$ cat src/cpls_pkg.sv
package cpls_pkg;

    // power states, gray coded along run -> stop-grant -> sleep
    typedef enum logic [1:0] {
        CPLS_RUN       = 2'b00,
        CPLS_STOPGRANT = 2'b01,
        CPLS_SLEEP     = 2'b11,
        CPLS_SMM_ENTRY = 2'b10
    } cpls_state_t;

    // bus acknowledge transaction codes
    typedef enum logic [1:0] {
        CPLS_ACK_NONE      = 2'h0,
        CPLS_ACK_STOPGRANT = 2'h1,
        CPLS_ACK_SMI       = 2'h2
    } cpls_ack_t;

    localparam int unsigned CPLS_SYNC_STAGES = 2;
    localparam logic        CPLS_SYNC_RESET  = 1'b1;
    localparam logic        CPLS_GATE_RESET  = 1'b1;
    localparam logic [1:0]  CPLS_ACK_RESET   = 2'h0;

endpackage : cpls_pkg

$ cat src/cpls_ctrl.sv
`timescale 1ns/1ps
// Behaviour
// clock-stop request active enters stop-grant and issues stop-grant acknowledge.
// stop-grant gates core clocks; bus unit and interrupt controller keep clocks.
// in stop-grant, snooping and interrupt servicing stay enabled.
// clock-stop release restarts all clocks and resumes execution.
// clock-stop is asynchronous; bus clock is never affected by it.
// sleep request in stop-grant moves the device into sleep.
// sleep stops all unit clocks; only the pll keeps running.
// sleeping device ignores snoops and interrupts.
// sleeping device reacts only to sleep, clock-stop and reset; the code ignores clock-stop while in sleep.
// sleep release returns to stop-grant, restarting bus and interrupt clocks.
// system-management interrupt may arrive unrelated to any clock edge.
// accepted management interrupt saves state and enters management mode.
// in management mode issue SMI acknowledge, then start handler.
// every async request passes two flip-flop stages before use.
// sleep request outside stop-grant is ignored until stop-grant is entered.
module cpls_ctrl (
    // clock and reset
    input  wire logic                ref_clk,
    input  wire logic                rst_n,
    // asynchronous requests from chipset
    input  wire logic                clock_stop_request_n,
    input  wire logic                sleep_request_n,
    input  wire logic                system_mgmt_interrupt_n,
    // acknowledge transactions to the bus unit
    output logic                     ack_valid,
    output cpls_pkg::cpls_ack_t      ack_code,
    input  wire logic                ack_ready,
    // clock gates
    output logic                     core_clk_en,
    output logic                     bus_clk_en,
    output logic                     lic_clk_en,
    output logic                     pll_en,
    // unit controls
    output logic                     snoop_en,
    output logic                     intr_en,
    output logic                     exec_en,
    output logic                     save_state,
    output logic                     handler_start,
    output logic                     system_mgmt_mode,
    output cpls_pkg::cpls_state_t    power_state
);
    logic stop_n;
    logic slp_n;
    logic smi_n;
    logic smi_prev_ff;
    logic smi_edge;
    logic smi_pend_ff;
    logic ack_req;
    cpls_pkg::cpls_ack_t ack_sel;
    cpls_pkg::cpls_state_t state_ff;
    cpls_pkg::cpls_state_t nxt_state;
    logic smm_ff;
    logic save_ff;
    logic start_ff;
    logic core_ff;
    logic buslic_ff;
    logic ack_wait_ff;

    // requests come in unclocked, so synchronise before any use
    cpls_sync u_sync_stop (.ref_clk(ref_clk), .rst_n(rst_n),
        .async_n(clock_stop_request_n), .sync_n(stop_n));
    cpls_sync u_sync_slp (.ref_clk(ref_clk), .rst_n(rst_n),
        .async_n(sleep_request_n), .sync_n(slp_n));
    cpls_sync u_sync_smi (.ref_clk(ref_clk), .rst_n(rst_n),
        .async_n(system_mgmt_interrupt_n), .sync_n(smi_n));

    always_ff @(posedge ref_clk) begin
        if (!rst_n) begin
            smi_prev_ff <= 1'b1;
        end else begin
            smi_prev_ff <= smi_n;
        end
    end
    assign smi_edge = smi_prev_ff & ~smi_n;

    // smi pending; sleep ignores it, set wins over clear
    always_ff @(posedge ref_clk) begin
        if (!rst_n) begin
            smi_pend_ff <= 1'b0;
        end else if (smi_edge && state_ff != cpls_pkg::CPLS_SLEEP) begin
            smi_pend_ff <= 1'b1;
        end else if (state_ff == cpls_pkg::CPLS_RUN && !smm_ff) begin
            smi_pend_ff <= 1'b0;
        end
    end

    always_comb begin
        nxt_state = state_ff;
        unique case (state_ff)
            cpls_pkg::CPLS_RUN: begin
                if (smi_pend_ff && !smm_ff) begin
                    nxt_state = cpls_pkg::CPLS_SMM_ENTRY;
                end else if (!stop_n) begin
                    nxt_state = cpls_pkg::CPLS_STOPGRANT;
                end
            end
            cpls_pkg::CPLS_STOPGRANT: begin
                if (stop_n) begin
                    nxt_state = cpls_pkg::CPLS_RUN;
                end else if (!slp_n) begin
                    nxt_state = cpls_pkg::CPLS_SLEEP;
                end
            end
            cpls_pkg::CPLS_SLEEP: begin
                if (slp_n) begin
                    nxt_state = cpls_pkg::CPLS_STOPGRANT;
                end
            end
            cpls_pkg::CPLS_SMM_ENTRY: begin
                // wait for the smi acknowledge to be taken;
                // save_ff covers the cycle before ack_wait_ff is set
                if (!save_ff && !ack_wait_ff) begin
                    nxt_state = cpls_pkg::CPLS_RUN;
                end
            end
        endcase
    end

    always_ff @(posedge ref_clk) begin
        if (!rst_n) begin
            state_ff <= cpls_pkg::CPLS_RUN;
        end else begin
            state_ff <= nxt_state;
        end
    end

    // acknowledges are launched on state entry
    always_comb begin
        ack_req = 1'b0;
        ack_sel = cpls_pkg::CPLS_ACK_NONE;
        if (state_ff == cpls_pkg::CPLS_RUN && nxt_state == cpls_pkg::CPLS_STOPGRANT) begin
            ack_req = 1'b1;
            ack_sel = cpls_pkg::CPLS_ACK_STOPGRANT;
        end else if (save_ff) begin
            ack_req = 1'b1;
            ack_sel = cpls_pkg::CPLS_ACK_SMI;
        end
    end

    cpls_ack_issue u_ack (
        .ref_clk   (ref_clk),
        .rst_n     (rst_n),
        .req       (ack_req),
        .code      (ack_sel),
        .ack_valid (ack_valid),
        .ack_code  (ack_code),
        .ack_ready (ack_ready)
    );

    always_ff @(posedge ref_clk) begin
        if (!rst_n) begin
            ack_wait_ff <= 1'b0;
        end else if (save_ff) begin
            ack_wait_ff <= 1'b1;
        end else if (ack_ready && ack_valid) begin
            ack_wait_ff <= 1'b0;
        end
    end

    // save pulse on smm entry, handler start after ack
    always_ff @(posedge ref_clk) begin
        if (!rst_n) begin
            save_ff <= 1'b0;
        end else begin
            save_ff <= (state_ff == cpls_pkg::CPLS_RUN)
                     && (nxt_state == cpls_pkg::CPLS_SMM_ENTRY);
        end
    end

    always_ff @(posedge ref_clk) begin
        if (!rst_n) begin
            start_ff <= 1'b0;
        end else begin
            start_ff <= (state_ff == cpls_pkg::CPLS_SMM_ENTRY)
                      && (nxt_state == cpls_pkg::CPLS_RUN);
        end
    end

    // management mode held until reset; no resume path modelled
    always_ff @(posedge ref_clk) begin
        if (!rst_n) begin
            smm_ff <= 1'b0;
        end else if (save_ff) begin
            smm_ff <= 1'b1;
        end
    end

    // clock gates registered so they never glitch
    always_ff @(posedge ref_clk) begin
        if (!rst_n) begin
            core_ff   <= cpls_pkg::CPLS_GATE_RESET;
            buslic_ff <= cpls_pkg::CPLS_GATE_RESET;
        end else begin
            core_ff   <= (nxt_state == cpls_pkg::CPLS_RUN)
                       || (nxt_state == cpls_pkg::CPLS_SMM_ENTRY);
            buslic_ff <= (nxt_state != cpls_pkg::CPLS_SLEEP);
        end
    end

    assign core_clk_en      = core_ff;
    assign bus_clk_en       = buslic_ff;
    assign lic_clk_en       = buslic_ff;
    assign pll_en           = 1'b1;
    assign snoop_en         = buslic_ff;
    assign intr_en          = buslic_ff;
    assign exec_en          = core_ff && state_ff == cpls_pkg::CPLS_RUN;
    assign save_state       = save_ff;
    assign handler_start    = start_ff;
    assign system_mgmt_mode = smm_ff;
    assign power_state      = state_ff;

    // checks
    sg_ack_a: assert property (@(posedge ref_clk) disable iff (!rst_n)
        state_ff == cpls_pkg::CPLS_RUN && nxt_state == cpls_pkg::CPLS_STOPGRANT
        |=> ack_valid && ack_code == cpls_pkg::CPLS_ACK_STOPGRANT)
        else $error("stop-grant entry without acknowledge");
    sg_gate_a: assert property (@(posedge ref_clk) disable iff (!rst_n)
        $past(state_ff) == cpls_pkg::CPLS_STOPGRANT && state_ff == cpls_pkg::CPLS_STOPGRANT
        |-> !core_clk_en && bus_clk_en && lic_clk_en && snoop_en && intr_en)
        else $error("stop-grant clock gating wrong");
    sg_exit_a: assert property (@(posedge ref_clk) disable iff (!rst_n)
        state_ff == cpls_pkg::CPLS_STOPGRANT && stop_n |=> core_clk_en && exec_en)
        else $error("clock-stop release did not resume");
    slp_enter_a: assert property (@(posedge ref_clk) disable iff (!rst_n)
        state_ff == cpls_pkg::CPLS_STOPGRANT && !stop_n && !slp_n
        |=> state_ff == cpls_pkg::CPLS_SLEEP ##0 !bus_clk_en && !core_clk_en)
        else $error("sleep not entered");
    slp_quiet_a: assert property (@(posedge ref_clk) disable iff (!rst_n)
        state_ff == cpls_pkg::CPLS_SLEEP && $past(state_ff) == cpls_pkg::CPLS_SLEEP
        |-> !snoop_en && !intr_en && pll_en)
        else $error("sleep left snoops or interrupts on");
    slp_exit_a: assert property (@(posedge ref_clk) disable iff (!rst_n)
        state_ff == cpls_pkg::CPLS_SLEEP && slp_n
        |=> state_ff == cpls_pkg::CPLS_STOPGRANT && bus_clk_en && lic_clk_en)
        else $error("sleep exit wrong");
    slp_ignore_a: assert property (@(posedge ref_clk) disable iff (!rst_n)
        state_ff == cpls_pkg::CPLS_RUN |=> state_ff != cpls_pkg::CPLS_SLEEP)
        else $error("sleep entered outside stop-grant");
    smi_ack_a: assert property (@(posedge ref_clk) disable iff (!rst_n)
        save_ff |=> ack_valid && ack_code == cpls_pkg::CPLS_ACK_SMI && smm_ff)
        else $error("smi acknowledge missing");
    smi_sync_a: assert property (@(posedge ref_clk) disable iff (!rst_n)
        $fell(system_mgmt_interrupt_n) ##1 !system_mgmt_interrupt_n |=> !smi_n)
        else $error("smi synchroniser depth wrong");
    stop_sync_a: assert property (@(posedge ref_clk) disable iff (!rst_n)
        $fell(clock_stop_request_n) ##1 !clock_stop_request_n |=> !stop_n)
        else $error("clock-stop synchroniser depth wrong");
    slp_sync_a: assert property (@(posedge ref_clk) disable iff (!rst_n)
        $fell(sleep_request_n) ##1 !sleep_request_n |=> !slp_n)
        else $error("sleep synchroniser depth wrong");

    // management interrupt path and acknowledge hold
    smi_enter_a: assert property (@(posedge ref_clk) disable iff (!rst_n)
        state_ff == cpls_pkg::CPLS_RUN && smi_pend_ff && !smm_ff
        |=> state_ff == cpls_pkg::CPLS_SMM_ENTRY && save_state)
        else $error("management interrupt not entered");
    smi_hdl_a: assert property (@(posedge ref_clk) disable iff (!rst_n)
        handler_start
        |-> !ack_valid && !ack_wait_ff && system_mgmt_mode)
        else $error("handler started before acknowledge taken");
    hdl_pulse_a: assert property (@(posedge ref_clk) disable iff (!rst_n)
        handler_start
        |=> !handler_start)
        else $error("handler start longer than one cycle");
    smm_hold_a: assert property (@(posedge ref_clk) disable iff (!rst_n)
        system_mgmt_mode
        |=> system_mgmt_mode)
        else $error("management mode dropped before reset");
    ack_hold_a: assert property (@(posedge ref_clk) disable iff (!rst_n)
        ack_valid && !ack_ready && !ack_req |=> ack_valid && $stable(ack_code))
        else $error("acknowledge dropped before taken");

    // state and clock gate invariants
    slp_smi_a: assert property (@(posedge ref_clk) disable iff (!rst_n)
        state_ff == cpls_pkg::CPLS_SLEEP && !smi_pend_ff
        |=> !smi_pend_ff)
        else $error("interrupt latched while sleeping");
    slp_clk_a: assert property (@(posedge ref_clk) disable iff (!rst_n)
        state_ff == cpls_pkg::CPLS_SLEEP
        |-> !core_clk_en && !bus_clk_en && !lic_clk_en && pll_en)
        else $error("clocks running in sleep");
    run_clk_a: assert property (@(posedge ref_clk) disable iff (!rst_n)
        state_ff == cpls_pkg::CPLS_RUN
        |-> core_clk_en && bus_clk_en && lic_clk_en && snoop_en && intr_en)
        else $error("clocks gated while running");
    sg_snoop_a: assert property (@(posedge ref_clk) disable iff (!rst_n)
        state_ff == cpls_pkg::CPLS_STOPGRANT
        |-> snoop_en && intr_en && !exec_en)
        else $error("stop-grant snoop or interrupt off");
    sg_bus_a: assert property (@(posedge ref_clk) disable iff (!rst_n)
        !stop_n && state_ff != cpls_pkg::CPLS_SLEEP |-> bus_clk_en && lic_clk_en)
        else $error("clock-stop touched the bus clock");

    sg_cov_c: cover property (@(posedge ref_clk) state_ff == cpls_pkg::CPLS_STOPGRANT);
    slp_cov_c: cover property (@(posedge ref_clk) state_ff == cpls_pkg::CPLS_SLEEP);
    smm_cov_c: cover property (@(posedge ref_clk) handler_start);
    ack_cov_c: cover property (@(posedge ref_clk) ack_valid && ack_ready);
    early_cov_c: cover property (@(posedge ref_clk) state_ff == cpls_pkg::CPLS_RUN && !slp_n);

endmodule : cpls_ctrl

$ cat src/cpls_sync.sv
`timescale 1ns/1ps
// two-stage synchroniser for an active-low asynchronous request
module cpls_sync (
    // clock and reset
    input  wire logic ref_clk,
    input  wire logic rst_n,
    // async in, synced out
    input  wire logic async_n,
    output logic      sync_n
);
    logic meta_ff;
    logic sync_ff;

    // first stage read only by the second
    always_ff @(posedge ref_clk) begin
        if (!rst_n) begin
            meta_ff <= cpls_pkg::CPLS_SYNC_RESET;
            sync_ff <= cpls_pkg::CPLS_SYNC_RESET;
        end else begin
            meta_ff <= async_n;
            sync_ff <= meta_ff;
        end
    end

    assign sync_n = sync_ff;

endmodule : cpls_sync

$ cat src/cpls_ack_issue.sv
`timescale 1ns/1ps
// holds an acknowledge request until the bus unit takes it
module cpls_ack_issue (
    // clock and reset
    input  wire logic             ref_clk,
    input  wire logic             rst_n,
    // request from the state machine
    input  wire logic             req,
    input  wire cpls_pkg::cpls_ack_t code,
    // bus side
    output logic                  ack_valid,
    output cpls_pkg::cpls_ack_t   ack_code,
    input  wire logic             ack_ready
);
    logic                pend_ff;
    cpls_pkg::cpls_ack_t code_ff;

    always_ff @(posedge ref_clk) begin
        if (!rst_n) begin
            pend_ff <= 1'b0;
        end else if (req) begin
            pend_ff <= 1'b1;
        end else if (ack_ready) begin
            pend_ff <= 1'b0;
        end
    end

    always_ff @(posedge ref_clk) begin
        if (!rst_n) begin
            code_ff <= cpls_pkg::CPLS_ACK_NONE;
        end else if (req) begin
            code_ff <= code;
        end
    end

    assign ack_valid = pend_ff;
    assign ack_code  = code_ff;

endmodule : cpls_ack_issue

$ cat config.mk
export PLATFORM = sky130hd
export DESIGN_NAME = cpls_ctrl
export DESIGN_NICKNAME = d
export VERILOG_FILES = /design/src/cpls_pkg.sv /design/src/cpls_ctrl.sv /design/src/cpls_sync.sv /design/src/cpls_ack_issue.sv
export SDC_FILE = /design/constraint.sdc
export NUM_CORES = 1
export LEC_CHECK = 0
export ABC_CLOCK_PERIOD_IN_PS = 2500
export BUFFER_PORTS_ARGS = -buffer_cell sky130_fd_sc_hd__buf_2
export CAP_MARGIN = 20
export CORE_MARGIN = 1.5
export CORE_UTILIZATION = 51
export CTS_CLUSTER_DIAMETER = 80
export CTS_CLUSTER_SIZE = 24
export DETAILED_ROUTE_END_ITERATION = 6
export GPL_TIMING_DRIVEN = 0
export HOLD_SLACK_MARGIN = 0.1
export MAX_ROUTING_LAYER = met4
export PLACE_DENSITY = 0.76
export SETUP_SLACK_MARGIN = 0.1
export SLEW_MARGIN = 20
export SYNTH_ARGS = -nofsm -noshare
export SYNTH_HDL_FRONTEND = slang
export SYNTH_SLANG_ARGS = --single-unit
$ cat constraint.sdc
create_clock -name ref_clk -period 2.5 [get_ports ref_clk]
set_input_delay 0.25 -clock ref_clk [delete_from_list [all_inputs] [get_ports ref_clk]]
set_output_delay 0.25 -clock ref_clk [all_outputs]
set_load 0.02 [all_outputs]
==> Word level (Yosys, flattened, before mapping) <==
Cells that the tools add are included.
{ "word_totals": {"ff_bits": 19, "inputBits": 6, "out_inout_bits": 15} }
{ "classes": {"eq_ne": 7, "muxes": 17, "bitwise": 2, "reduce_logical": 18} }
{ "op_table": {"columns": ["operator", "n"], "rows": [
  ["$mux W2", 8],
  ["$logic_and A1 B1 Y1", 9],
  ["$mux W1", 8],
  ["$pmux W2 S4", 1],
  ["$eq A2 B2 Y1 const B", 3],
  ["$reduce_bool A2 Y1", 3],
  ["$eq A2 B1 Y1 const B", 2],
  ["$logic_not A2 Y1", 2],
  ["$ne A2 B2 Y1 const B", 2],
  ["$logic_not A1 Y1", 3],
  ["$and A1 B1 Y1", 1],
  ["$logic_or A1 B1 Y1", 1],
  ["$not A1 Y1", 1]
]} }

==> Depth between registers and ports, before layout <==
{ "depth": {"depth_word": 8, "mapped_depth": 4} }

==> Modules after synthesis <==
A second synthesis with hierarchy kept.
{ "hier_totals": {"cells_unflattened": 65, "hier_area_um2": 678.2} }
{ "modules_own_cells": {"columns": ["mod", "instances", "cells_per_inst", "area_per_inst_um2"], "rows": [
  ["cpls_ctrl", 1, 44, 414.1],
  ["cpls_sync", 3, 4, 52.6],
  ["cpls_ack_issue", 1, 9, 106.4]
]} }

==> Least setup slack after synthesis <==
Ideal clock, no wire load.
{ "synth_timing": {"path_kind": "reg2out", "start": "register state_ff[0], in the netlist power_state[0]", "end": "output exec_en", "arrival_ps": 998, "slack_ps": 1252, "stages_incl_launch_ff": 4, "n_path_buf": 1, "path_cell_list": "dfxtp_1 buf_2 nor2_1 and2_1"} }
{ "synth_via": {"elab_chain_cells": 2} }
{ "synth_rtl": {"columns": ["item", "line", "text"], "rows": [
  ["start: declaration", "cpls_ctrl.sv:52", "cpls_pkg::cpls_state_t state_ff;"],
  ["start signal: assignment", "cpls_ctrl.sv:123", "state_ff <= cpls_pkg::CPLS_RUN;"],
  ["start signal: assignment", "cpls_ctrl.sv:125", "state_ff <= nxt_state;"],
  ["$logic_not A2 Y1", "cpls_ctrl.sv:208", "assign exec_en = core_ff && state_ff == cpls_pkg::CPLS_RUN;"],
  ["$logic_and A1 B1 Y1", "cpls_ctrl.sv:208", null],
  ["end: declaration", "cpls_ctrl.sv:38", "output logic exec_en,"]
]} }
No other way between the ends.

==> Final worst setup path <==
Same ends and word-level chain as after synthesis.

==> results.json <==
{
  "final_cells": 105,
  "port_buffers": 19,
  "seqPwrFrac_pct": 57.9,
  "clock_power_share_pct": 26.8,
  "yosysWarnings": 0,
  "hold_viol": 0,
  "avgViaCountPerCell": 5.05,
  "yosysTopAreaCell": "dfxtp_1",
  "die_width_um": 40.6,
  "regToRegSetupSlack_ns": 1.45,
  "r2r_cells": 4,
  "finClkSkew_ns": 0.00205,
  "place_inst": 101,
  "cp-end-kind": "primary output",
  "grt.overflow.total": 0,
  "firstDrtPassIters": 6,
  "yosysSeqAreaShare_pct": 52.7,
  "core-area_um2": 1320,
  "pwr-share-comb_pct": 15.3,
  "cts.path.max_buffers": 2,
  "setup_viol": 0,
  "cts_tree": "built",
  "final_area_um2": 863,
  "synth_top_area_share_pct": 52.7,
  "worst_hold_path.num_cells": 2,
  "max_cap_viol_count": 0,
  "ioPinCount": 21,
  "area_delta_synth_final_pct": 19.6,
  "row_count": 13,
  "rsz0062_at_grt": "false",
  "cp.required_ns": 2.25,
  "cts-resized-gates": 0,
  "min_to": "u_sync_stop.meta_ff",
  "crit_fanout": 10,
  "slew_violations": 0,
  "period_minus_slack_ns": 1.58,
  "gp_congestion": 0.712,
  "min_path_type": "primary input to flop",
  "ys_seq_elements": 19,
  "hold_start": "clock_stop_request_n",
  "clkTransAtPathRegs_ns": 0.10,
  "r2r_end": "power_state[1]",
  "die_y_um": 40.6,
  "grt_first_pass_wirelength_um": 1770,
  "netlist_area_um2": 722,
  "postSynthAreaPerCell_um2": 10.8,
  "grt_usage_pct": 17.9,
  "vdd_drop_max_v": 0.000394,
  "num_vias": 530,
  "utilization_pct": 65.5,
  "intPower_uw": 413,
  "antenna_found_initial": 0,
  "regToRegStartpoint": "power_state[0]",
  "fmax_mhz": 632,
  "power_leakage_uw": 0.000380,
  "dpl-instance-area_um2": 836,
  "synth_nets": 73,
  "ys_top_cells_by_area": "dfxtp_1, nand2b_1, buf_4",
  "die_area_um2": 1650,
  "mostFrequentLayoutCell": "buf_2",
  "layout.nets": 97,
  "start_kind": "flop",
  "drtAntennaViolNets": 0,
  "post-route-drc-count": 0,
  "drt_iter0_markers": 8,
  "status": "completed",
  "cts.sinks": 19,
  "p_per_area_nw_per_um2": 650,
  "totalWireLength_um": 1130,
  "syn_inst": 67,
  "total_power_uw": 561,
  "drive_above_1_share_pct": 41.1,
  "cts-root-buf": "clkbuf_4",
  "dp_hpwl_um": 824,
  "crit_arrival_ns": 1.33,
  "grt_max_degree": 12,
  "fillers": 118,
  "switching_share_pct": 26.3,
  "power_switching_uw": 148,
  "wl_per_cell_um": 10.7,
  "first_global_vias": 451,
  "async_reset_ff_share_pct": 0,
  "ctsHoldBuffers": 0,
  "clk_latency_ns": 0.29,
  "cts_buffers": 3,
  "ys_types": 29,
  "htreeDepth": 1,
  "layout_common_cells": "buf_2, dfxtp_1, nand2b_1",
  "fin_crit_sh_pct": 63.3,
  "postCtsSetupBuffers": 0,
  "synth-main-ff-cell": "dfxtp_1",
  "synth_edf_count": 0,
  "finalSetupTns_ns": 0,
  "initial_core_util_pct": 54.8,
  "n_antenna_cell": 0,
  "critical_path_class": "flop to primary output"
}
==> worst max-delay path: stages, from the launching register on <==
cell and delay [ns]:
dfxtp_1 0.40, buf_2 0.24, nor2_1 0.09, and2_1 0.15, buf_2 0.15
==> cells in the mapped netlist, types with 2 or more instances <==
| library cell | n |
|---|---|
| nor2b_1 | 3 |
| nand2b_1 | 7 |
| buf_2 | 3 |
| nand2_1 | 4 |
| o21a_1 | 2 |
| nor2_1 | 4 |
| buf_4 | 4 |
| dfxtp_1 | 19 |
==> stage by stage <==
stage                     hold WS (ns)  setup WS [ns]
after global routing             0.120          0.859
after CTS                        0.122          0.920
after floorplan                  0.351           1.25
after detailed placement         0.398           1.26
final                            0.128          0.917
after global placement           0.390           1.28
==> layout make-up <==
class | instances | area (µm²) | area share (%)
Multi-Input combinational cell | 39 | 282 | 32.6
Clock buffer | 3 | 22.5 | 2.61
Inverter | 1 | 3.75 | 0.435
Tap cell | 15 | 18.8 | 2.17
Timing Repair Buffer | 19 | 95.1 | 11.0
Clock inverter | 1 | 5.00 | 0.580
Buffer | 8 | 56.3 | 6.52
Sequential cell | 19 | 380 | 44.1
==> power groups by stage <==
| stage | clock network, µW | registers [µW] | logic (µW) |
|---|---|---|---|
| 6_report | 150 | 325 | 86.0 |
| 3_3_place_gp | 0 | 332 | 83.9 |
| 3_5_place_dp | 0 | 332 | 86.4 |
| 4_1_cts | 157 | 325 | 86.4 |
| 5_1_grt | 165 | 327 | 94.5 |
| 2_1_floorplan | 0 | 342 | 53.5 |
==> metal layers <==
layer,up-vias,global-route usage [%],share of wire (%)
met3,4,4.89,5.7
met2,17,29.0,50
met5,-,-,0
met4,0,15.0,2.7
li1,269,-,-
met1,240,17.6,42
==> how the worst max path moves through the flow <==
stage / from / endpoint / slack (ns) / depth (start not counted)
finish: power_state[0] / exec_en / 0.92 / 4
detailed placement: power_state[0] / exec_en / 1.26 / 4
global placement: power_state[0] / exec_en / 1.28 / 4
global route: power_state[0] / exec_en / 0.86 / 4
CTS: power_state[0] / exec_en / 0.92 / 4
floorplan: power_state[0] / exec_en / 1.25 / 3
==> kinds of logic after synthesis <==
group / after synthesis / share of synthesized area, %
buf+inv: 9 / 8.32
compound gates: 11 / 13.3
other cells: 1 / 0.519
flops: 19 / 52.7
simple gates: 27 / 25.1
Note: power is estimated with default switching activity, not from simulation.
